<file path="config.mk">
export PLATFORM = sky130hd
export DESIGN_NAME = bcp_chop_io
export DESIGN_NICKNAME = d
export VERILOG_FILES = /design/src/pkg/bcp_pkg.sv /design/src/rtl/bcp_fault_edge.sv /design/src/rtl/bcp_chop_io.sv
export SDC_FILE = /design/constraint.sdc
export NUM_CORES = 1
export LEC_CHECK = 0
export BUFFER_PORTS_ARGS = -buffer_cell sky130_fd_sc_hd__buf_2
export CAP_MARGIN = 0
export CORE_MARGIN = 2
export CORE_UTILIZATION = 35
export DETAILED_ROUTE_END_ITERATION = 8
export PLACE_DENSITY = 0.54
export SLEW_MARGIN = 20
export SYNTH_ARGS = -nofsm -noshare
export SYNTH_HDL_FRONTEND = slang
export SYNTH_HIERARCHICAL = 1
export SYNTH_SLANG_ARGS = --single-unit
</file>
<file path="constraint.sdc">
create_clock -name clk_sys -period 2.8 [get_ports clk_sys]
set_input_delay 0.28 -clock clk_sys [delete_from_list [all_inputs] [get_ports clk_sys]]
set_output_delay 0.28 -clock clk_sys [all_outputs]
set_load 0.02 [all_outputs]
</file>
<file path="src/pkg/bcp_pkg.sv">
// package: register map, field positions, codes and reset values
package bcp_pkg;

    // ------------------------------------------------------------
    // register byte offsets
    // ------------------------------------------------------------
    localparam logic [7:0] OFS_CHOP_CHANNEL_CONTROL = 8'h00;
    localparam logic [7:0] OFS_CHOP_CHANNEL_FLAGS   = 8'h04;
    localparam logic [7:0] OFS_CHOP_IRQ_ENABLES     = 8'h08;
    localparam logic [7:0] OFS_CHOP_COUNTER         = 8'h0c;
    localparam logic [7:0] OFS_CHOP_PERIOD_COMPARE  = 8'h10;
    localparam logic [7:0] OFS_CHOP_DUTY_COMPARE_B  = 8'h14;
    localparam logic [7:0] OFS_CHOP_DUTY_COMPARE_C  = 8'h18;
    localparam logic [7:0] OFS_CHOP_DUTY_COMPARE_D  = 8'h1c;
    localparam logic [7:0] OFS_PWM_MODE_SELECT      = 8'h20;
    localparam logic [7:0] OFS_OUTPUT_MASTER_ENABLE = 8'h24;
    localparam logic [7:0] OFS_INITIAL_OUTPUT_LEVEL = 8'h28;
    localparam logic [7:0] OFS_PORT_DATA_REG        = 8'h2c;
    localparam logic [7:0] OFS_PORT_DIRECTION_REG   = 8'h30;
    localparam logic [7:0] OFS_EDGE_SELECT_REG      = 8'h34;
    localparam logic [7:0] OFS_EXT_IRQ_ENABLE_REG   = 8'h38;
    localparam logic [7:0] OFS_EXT_IRQ_REQUEST_REG  = 8'h3c;

    // ------------------------------------------------------------
    // fields
    // ------------------------------------------------------------
    localparam int unsigned CTRL_PRESCALE_LSB = 0;
    localparam int unsigned CTRL_CLEAR_LSB    = 3;
    localparam int unsigned FAULT_INTERRUPT_PIN_BIT          = 0;

    // prescale select codes; every code from 4 up counts the external clock
    localparam logic [2:0] PSC_DIV1 = 3'h0;
    localparam logic [2:0] PSC_DIV2 = 3'h1;
    localparam logic [2:0] PSC_DIV4 = 3'h2;
    localparam logic [2:0] PSC_DIV8 = 3'h3;

    // counter clear select codes
    localparam logic [2:0] CCLR_NONE = 3'h0;
    localparam logic [2:0] CCLR_A    = 3'h1;
    localparam logic [2:0] CCLR_B    = 3'h2;
    localparam logic [2:0] CCLR_C    = 3'h3;
    localparam logic [2:0] CCLR_D    = 3'h4;
    localparam logic [2:0] CCLR_EXT  = 3'h5;

    // ------------------------------------------------------------
    // reset values
    // ------------------------------------------------------------
    localparam logic [7:0]  RST_BYTE = 8'h00;
    localparam logic [15:0] RST_HALF = 16'h0000;

    typedef enum logic [1:0] {
        BUS_IDLE,
        BUS_WRITE,
        BUS_READ
    } bcp_bus_type;

endpackage

</file>
<file path="src/rtl/bcp_fault_edge.sv">
// module: fault pin synchroniser and selectable edge detector
`timescale 1ns/1ps
module bcp_fault_edge (
    input  wire logic clk_sys,
    input  wire logic arst_n,
    input  wire logic pinIn,
    input  wire logic risingSel,
    output logic      edgePulse
);
    typedef struct packed {
        logic sync1;
        logic sync2;
        logic prev;
        logic pulse;
    } bcp_edge_state_type;

    bcp_edge_state_type st;
    bcp_edge_state_type next_st;

    // ------------------------------------------------------------
    // sync and edge
    // ------------------------------------------------------------
    always_comb begin
        next_st       = st;
        next_st.sync1 = pinIn;
        next_st.sync2 = st.sync1;
        next_st.prev  = st.sync2;
        // only settled samples are compared, so one edge gives one pulse
        next_st.pulse = risingSel ? (st.sync2 & ~st.prev)
                                  : (~st.sync2 & st.prev);
    end

    always_ff @(posedge clk_sys or negedge arst_n) begin
        if (!arst_n) begin
            st <= '0;
        end else begin
            st <= next_st;
        end
    end

    assign edgePulse = st.pulse;
endmodule

</file>
<file path="src/rtl/bcp_chop_io.sv">
// module: chopping pwm channel, phase port and fault interrupt slice
//
// Functional notes
// - 16-bit chop counter counts selected ticks, cpu may read/write anytime.
// - three-bit prescale field picks clock division or external clock.
// - counter zeroed by external reset or match on chosen compare register.
// - period compare match sets flag A; interrupt when its enable is set.
// - output goes low on duty match, high on period match.
// - pwm mode register picks pwm or normal per output pin.
// - master enable register gates each timer output pin.
// - pin holds programmed initial level until its first compare match.
// - chopping waveforms leave on the three channel-zero outputs.
// - port bits zero to two drive the U, V, W high sides.
// - port data read gives stored bit on outputs, pin on inputs.
// - direction bit one makes a port pin an output.
// - fault pin edge raises the fault interrupt request.
// - edge select bit chooses rising or falling detection.
// - 8-bit enable register gates each external interrupt request.
// - enabled event sets request flag; acceptance never clears it.
// - counter count source is the system clock in this use.
//
// The AHB-Lite register port and the register offsets were decided locally.
`timescale 1ns/1ps
module bcp_chop_io (
    input  wire logic        clk_sys,
    input  wire logic        arst_n,
    input  wire logic        hsel,
    input  wire logic [31:0] haddr,
    input  wire logic [1:0]  htrans,
    input  wire logic        hwrite,
    input  wire logic [2:0]  hsize,
    input  wire logic [31:0] hwdata,
    input  wire logic        hready,
    output logic             hreadyout,
    output logic [31:0]      hrdata,
    output logic             hresp,
    input  wire logic        extClkIn,
    input  wire logic        extCntClear,
    output logic [2:0]       chopOut,
    output logic [2:0]       chopOe,
    input  wire logic [7:0]  portIn,
    output logic [7:0]       portOut,
    output logic [7:0]       portOe,
    input  wire logic        faultInterruptPin,
    output logic             chopIrq,
    output logic             faultIrq
);
    typedef struct packed {
        bcp_pkg::bcp_bus_type phase;
        logic [7:0]           addr;
        logic [31:0]          rdata;
        logic [2:0]           prescaleSel;
        logic [2:0]           clearSel;
        logic [3:0]           flags;
        logic [3:0]           irqEn;
        logic [15:0]          chopCounter;
        logic [3:0][15:0]     compare;
        logic [7:0]           pwmModeSelect;
        logic [7:0]           outputMasterEnable;
        logic [7:0]           initialOutputLevel;
        logic [2:0]           started;
        logic [2:0]           level;
        logic [2:0]           pinDrive;
        logic [2:0]           div;
        logic                 extClkPrev;
        logic [7:0]           portDataReg;
        logic [7:0]           portDirectionReg;
        logic [7:0]           edgeSelectReg;
        logic [7:0]           extIrqEnableReg;
        logic                 faultRequest;
    } bcp_chop_state_type;

    bcp_chop_state_type st;
    bcp_chop_state_type next_st;
    logic               tick;
    logic [3:0]         match;
    logic               clearNow;
    logic               faultEdge;
    logic               busWr;
    logic [7:0]         portView;

    // ------------------------------------------------------------
    // fault input
    // ------------------------------------------------------------
    bcp_fault_edge u_fault (
        .clk_sys   (clk_sys),
        .arst_n    (arst_n),
        .pinIn     (faultInterruptPin),
        .risingSel (st.edgeSelectReg[bcp_pkg::FAULT_INTERRUPT_PIN_BIT]),
        .edgePulse (faultEdge)
    );

    // ------------------------------------------------------------
    // count source and compare
    // ------------------------------------------------------------
    always_comb begin
        case (st.prescaleSel)
            bcp_pkg::PSC_DIV1: tick = 1'b1;
            bcp_pkg::PSC_DIV2: tick = st.div[0];
            bcp_pkg::PSC_DIV4: tick = &st.div[1:0];
            bcp_pkg::PSC_DIV8: tick = &st.div;
            default:           tick = extClkIn & ~st.extClkPrev;
        endcase
    end

    genvar g;
    generate
        for (g = 0; g < 4; g++) begin : g_cmp
            assign match[g] = tick && (st.chopCounter == st.compare[g]);
        end
    endgenerate

    always_comb begin
        case (st.clearSel)
            bcp_pkg::CCLR_A: clearNow = match[0];
            bcp_pkg::CCLR_B: clearNow = match[1];
            bcp_pkg::CCLR_C: clearNow = match[2];
            bcp_pkg::CCLR_D: clearNow = match[3];
            default:         clearNow = 1'b0;
        endcase
    end

    assign busWr    = st.phase == bcp_pkg::BUS_WRITE;
    // outputs read back the latch, inputs read the live pin
    assign portView = (st.portDataReg & st.portDirectionReg)
                    | (portIn & ~st.portDirectionReg);

    function automatic logic [31:0] rd_word(input bcp_chop_state_type s,
                                            input logic [7:0] pv);
        logic [31:0] w;
        w = 32'h0;
        case (s.addr)
            bcp_pkg::OFS_CHOP_CHANNEL_CONTROL:
                w[5:0] = {s.clearSel, s.prescaleSel};
            bcp_pkg::OFS_CHOP_CHANNEL_FLAGS:   w[3:0]  = s.flags;
            bcp_pkg::OFS_CHOP_IRQ_ENABLES:     w[3:0]  = s.irqEn;
            bcp_pkg::OFS_CHOP_COUNTER:         w[15:0] = s.chopCounter;
            bcp_pkg::OFS_CHOP_PERIOD_COMPARE:  w[15:0] = s.compare[0];
            bcp_pkg::OFS_CHOP_DUTY_COMPARE_B:  w[15:0] = s.compare[1];
            bcp_pkg::OFS_CHOP_DUTY_COMPARE_C:  w[15:0] = s.compare[2];
            bcp_pkg::OFS_CHOP_DUTY_COMPARE_D:  w[15:0] = s.compare[3];
            bcp_pkg::OFS_PWM_MODE_SELECT:      w[7:0]  = s.pwmModeSelect;
            bcp_pkg::OFS_OUTPUT_MASTER_ENABLE: w[7:0]  = s.outputMasterEnable;
            bcp_pkg::OFS_INITIAL_OUTPUT_LEVEL: w[7:0]  = s.initialOutputLevel;
            bcp_pkg::OFS_PORT_DATA_REG:        w[7:0]  = pv;
            bcp_pkg::OFS_PORT_DIRECTION_REG:   w[7:0]  = s.portDirectionReg;
            bcp_pkg::OFS_EDGE_SELECT_REG:      w[7:0]  = s.edgeSelectReg;
            bcp_pkg::OFS_EXT_IRQ_ENABLE_REG:   w[7:0]  = s.extIrqEnableReg;
            bcp_pkg::OFS_EXT_IRQ_REQUEST_REG:  w[0]    = s.faultRequest;
            default:                           w       = 32'h0;
        endcase
        return w;
    endfunction

    // ------------------------------------------------------------
    // next state
    // ------------------------------------------------------------
    always_comb begin
        next_st            = st;
        next_st.div        = st.div + 3'h1;
        next_st.extClkPrev = extClkIn;

        if (tick) begin
            next_st.chopCounter = clearNow ? bcp_pkg::RST_HALF
                                           : st.chopCounter + 16'h1;
        end
        if (extCntClear && st.clearSel == bcp_pkg::CCLR_EXT) begin
            next_st.chopCounter = bcp_pkg::RST_HALF;
        end

        for (int i = 0; i < 3; i++) begin
            if (!st.started[i]) begin
                next_st.level[i] = st.initialOutputLevel[i];
            end
            if (st.pwmModeSelect[i] && (match[i + 1] || match[0])) begin
                next_st.started[i] = 1'b1;
                // duty match wins a tie, so equal registers give 0% high
                next_st.level[i]   = match[i + 1] ? 1'b0 : 1'b1;
            end
        end

        // bus data phase; the counter write beats counting in that cycle
        if (busWr) begin
            case (st.addr)
                bcp_pkg::OFS_CHOP_CHANNEL_CONTROL: begin
                    next_st.prescaleSel =
                        hwdata[bcp_pkg::CTRL_PRESCALE_LSB +: 3];
                    next_st.clearSel    = hwdata[bcp_pkg::CTRL_CLEAR_LSB +: 3];
                end
                bcp_pkg::OFS_CHOP_CHANNEL_FLAGS:
                    next_st.flags = st.flags & hwdata[3:0];
                bcp_pkg::OFS_CHOP_IRQ_ENABLES:
                    next_st.irqEn = hwdata[3:0];
                bcp_pkg::OFS_CHOP_COUNTER:
                    next_st.chopCounter = hwdata[15:0];
                bcp_pkg::OFS_CHOP_PERIOD_COMPARE:
                    next_st.compare[0] = hwdata[15:0];
                bcp_pkg::OFS_CHOP_DUTY_COMPARE_B:
                    next_st.compare[1] = hwdata[15:0];
                bcp_pkg::OFS_CHOP_DUTY_COMPARE_C:
                    next_st.compare[2] = hwdata[15:0];
                bcp_pkg::OFS_CHOP_DUTY_COMPARE_D:
                    next_st.compare[3] = hwdata[15:0];
                bcp_pkg::OFS_PWM_MODE_SELECT:
                    next_st.pwmModeSelect = hwdata[7:0];
                bcp_pkg::OFS_OUTPUT_MASTER_ENABLE:
                    next_st.outputMasterEnable = hwdata[7:0];
                bcp_pkg::OFS_INITIAL_OUTPUT_LEVEL:
                    next_st.initialOutputLevel = hwdata[7:0];
                bcp_pkg::OFS_PORT_DATA_REG:
                    next_st.portDataReg = hwdata[7:0];
                bcp_pkg::OFS_PORT_DIRECTION_REG:
                    next_st.portDirectionReg = hwdata[7:0];
                bcp_pkg::OFS_EDGE_SELECT_REG:
                    next_st.edgeSelectReg = hwdata[7:0];
                bcp_pkg::OFS_EXT_IRQ_ENABLE_REG:
                    next_st.extIrqEnableReg = hwdata[7:0];
                bcp_pkg::OFS_EXT_IRQ_REQUEST_REG:
                    next_st.faultRequest = st.faultRequest
                                         & hwdata[bcp_pkg::FAULT_INTERRUPT_PIN_BIT];
                default: ;
            endcase
        end

        // hardware set after the software clear, so a same-cycle event wins
        next_st.flags = next_st.flags | match;
        if (faultEdge && st.extIrqEnableReg[bcp_pkg::FAULT_INTERRUPT_PIN_BIT]) begin
            next_st.faultRequest = 1'b1;
        end
        next_st.pinDrive = next_st.level
                         & next_st.outputMasterEnable[2:0];

        // one wait state on reads keeps a preceding write visible
        if (st.phase == bcp_pkg::BUS_READ) begin
            next_st.rdata = rd_word(st, portView);
            next_st.phase = bcp_pkg::BUS_IDLE;
        end else if (hsel && hready && htrans[1]) begin
            next_st.addr  = haddr[7:0];
            next_st.phase = hwrite ? bcp_pkg::BUS_WRITE : bcp_pkg::BUS_READ;
        end else begin
            next_st.phase = bcp_pkg::BUS_IDLE;
        end
    end

    always_ff @(posedge clk_sys or negedge arst_n) begin
        if (!arst_n) begin
            st <= '0;
        end else begin
            st <= next_st;
        end
    end

    // ------------------------------------------------------------
    // outputs
    // ------------------------------------------------------------
    assign hreadyout = st.phase != bcp_pkg::BUS_READ;
    assign hrdata    = st.rdata;
    assign hresp     = 1'b0;
    assign chopOut   = st.pinDrive;
    assign chopOe    = st.outputMasterEnable[2:0];
    assign portOut   = st.portDataReg;
    assign portOe    = st.portDirectionReg;
    assign chopIrq   = |(st.flags & st.irqEn);
    assign faultIrq  = st.faultRequest;
endmodule

</file>
==> impl_metrics.env <==
export IMPL_clock_fmax_mhz=390
export IMPL_clk_pin_slew_ns=0.09
export IMPL_worstPathArrival_ns=2.87
export IMPL_vdd_drop_max_uv=418
export IMPL_cts_root_buf="clkbuf_16"
export IMPL_initialDrtViolationCount=564
export IMPL_path_cells="buf_4, nor2b_1, nand2_1, nor2_1, a221o_1, nor4_1, o21ai_0"
export IMPL_netlist_top_cells_area="dfrtp_1 (47%), mux2_2 (15%), xnor2_1 (6.3%), buf_4 (4.3%), nand2_1 (2.5%)"
export IMPL_syn_inst=900
export IMPL_synth_edf_count=0
export IMPL_fin_cells=1343
export IMPL_synth_area_mm2=0.0103
export IMPL_postCtsResizedCells=0
export IMPL_critPathLaunchType="register"
export IMPL_drive_gt1_share_pct=34.1
export IMPL_rows=62
export IMPL_gp_congestion=0.927
export IMPL_chipHeight_um=176
export IMPL_setup_violations=0
export IMPL_cts_max_path_buffers=2
export IMPL_synth_ff_type="dfrtp_1"
export IMPL_hold_ws_ns=0.0595
export IMPL_nFillCells=2824
export IMPL_dp_cells=1306
export IMPL_synthArstFlopShare_pct=100
export IMPL_antenna_found_initial=1
export IMPL_core_region_area_mm2=0.0289
export IMPL_grt_pass1_vias=7180
export IMPL_post_synth_top_count_cell="dfrtp_1"
export IMPL_cp_slowest_cell="nor4_1"
export IMPL_finalSetupTns_ns=0
export IMPL_grt_setup_unrepaired="no"
export IMPL_final_hold_violation_count=0
export IMPL_layout_nets=1033
export IMPL_netlist_cell_type_count=61
export IMPL_io_pins=143
export IMPL_drv_cap=0
export IMPL_clock_sinks=194
export IMPL_grt_max_degree=66
export IMPL_wire_per_inst_um=21.6
export IMPL_floorplan_die_area_mm2=0.0309
export IMPL_ys_warn_count=6
export IMPL_worstPathMaxFanout=15
export IMPL_yosysSeqAreaShare_pct=47.1
export IMPL_min_path_type="input port to register"
export IMPL_die_width_um=176
export IMPL_syn2layout_area_growth_pct=12.1
export IMPL_yosysTopAreaCell="dfrtp_1"
export IMPL_htree_levels=4
export IMPL_syn_avg_cell_area_um2=11.5
export IMPL_routed_via_density=5.40
export IMPL_power_mw=7.43
export IMPL_critical_path_top_delay_family="simple AND/OR/NAND/NOR gates"
export IMPL_cts_made_buffers=17
export IMPL_grt_pass1_wl_um=44600
export IMPL_start_util_pct=35.8
export IMPL_p_leak_nw=4.86
export IMPL_worstSkewPairLatency_ns=0.45
export IMPL_cts_tree="done"
export IMPL_synth_seq_cells=194
export IMPL_synth_common_cells="dfrtp_1 (194), mux2_2 (140), xnor2_1 (74), nand2_1 (70), buf_4 (59)"
export IMPL_ant_nets=0
export IMPL_p_per_area_mw_per_mm2=642
export IMPL_required_ns=3.10
export IMPL_path_buf_inv=1
export IMPL_tightest_slew_ns=0.770
export IMPL_status="finished, final reports clean"
export IMPL_worstSetupPathType="register to register"
export IMPL_grt_overflow_total=0
export IMPL_slew_headroom_pct=48.2
export IMPL_worstSetupEndpointType="register"
export IMPL_skew_ns=0.0217
export IMPL_drv_slew=0
export IMPL_num_vias=7251
export IMPL_finalCriticalPeriod_ns=2.57
export IMPL_period_share_pct=91.6
export IMPL_grt_usage_pct=19.2
export IMPL_io_buffers=81
export IMPL_dr_pass1_iters=8
export IMPL_yosysTopAreaCellShare_pct=47.1
export IMPL_post_route_util_pct=40.1
export IMPL_slowest_delay_ns=0.54
export IMPL_finalWirelength_um=28900
export IMPL_dp_final_hpwl_um=20900
export IMPL_route_detailed_drc=0
cells in the final DEF, fill, tap and decap left out, types with 8 or more instances in the layout:
cell type	instances
and2_1	10
mux2_2	140
nand4_1	23
o21ai_0	23
nor4_1	9
o21ai_1	10
clkbuf_16	17
nor2b_1	9
mux2i_1	15
mux2_4	10
xnor2_1	74
buf_2	80
conb_1	17
a222oi_1	8
buf_4	37
a21oi_1	9
nor2_1	26
a22oi_1	30
nand3_1	16
dfrtp_1	194
nand2_1	70
a31oi_1	14
per-layer routing:
layer  vias to the layer above  part of all wire, %  GRT usage (%)  wire, µm
li1                       3268                    -              -         -
met1                      3732                   47           27.6     13600
met2                       225                   46           30.2     13400
met3                        26                  5.3           3.18      1540
met4                         0                  1.4           4.82       413
met5                         -                    0              0         0
path summary, 6_finish.rpt:
kind / start / end / slack, ns / cells after the start
setup / recovery: st[198] / hrdata[1] / 0.23 / 7
setup reg to reg: st[198] / hrdata[1] / 0.23 / 7
hold reg to reg: u_fault/next_st[2] / u_fault/next_st[1] / 0.36 / 0
max in group asynchronous: arst_n / st[161] / 1.65 / 3
hold / removal: haddr[1] / st[197] / 0.06 / 2
min in group asynchronous: arst_n / st[70] / 0.40 / 2
state kept, by name, indices dropped and copies added (netlist names):
register           cells
hrdata                16
faultIrq               1
chopOe                 3
portOut                8
chopOut                3
u_fault/st             1
u_fault/edgePulse      1
st                   151
u_fault/next_st        2
portOe                 8
through the flow:
stage | setup WS [ns] | area, µm²
CTS | 0.321 | 11600
finish | 0.235 | 11600
global placement | 0.369 | 10900
floorplan | 0.842 | 10400
global route | 0.148 | 11600
detailed placement | 0.361 | 10900
area by class of cell:
class                      count  area [µm²]  share of cell area [%]
clock buffer                  17         425                    3.68
timing repair buffer         124         772                    6.67
sequential                   194        4850                    42.0
antenna                        1        2.50                  0.0216
clock inverter                15         223                    1.93
multi-input combinational    603        4790                    41.4
inverter                       5        18.8                   0.162
tap                          384         480                    4.15
where the power goes:
group,total [mW],switching (mW),internal (mW)
sequential,3.39,0.365,3.02
combinational,1.40,0.773,0.627
clock,2.64,1.37,1.27
total,7.43,2.51,4.92
what timing repair did:
item                      in CTS  in global routing
hold endpoints to repair      62                  0
hold buffers                   4                  0
setup buffers                  0                  0
logic make-up after synthesis:
group,Yosys count,share of synthesized area [%]
AOI/OAI and AO/OA,132,8.94
xor gates and xnor gates,79,6.71
adders and majority gates,3,0.364
buffers and inverters,119,7.22
DFF,194,47.1
muxes,168,18.8
other,1,0.0363
and+or+nand+nor,204,10.8
Power figures use the tool's default switching activity.
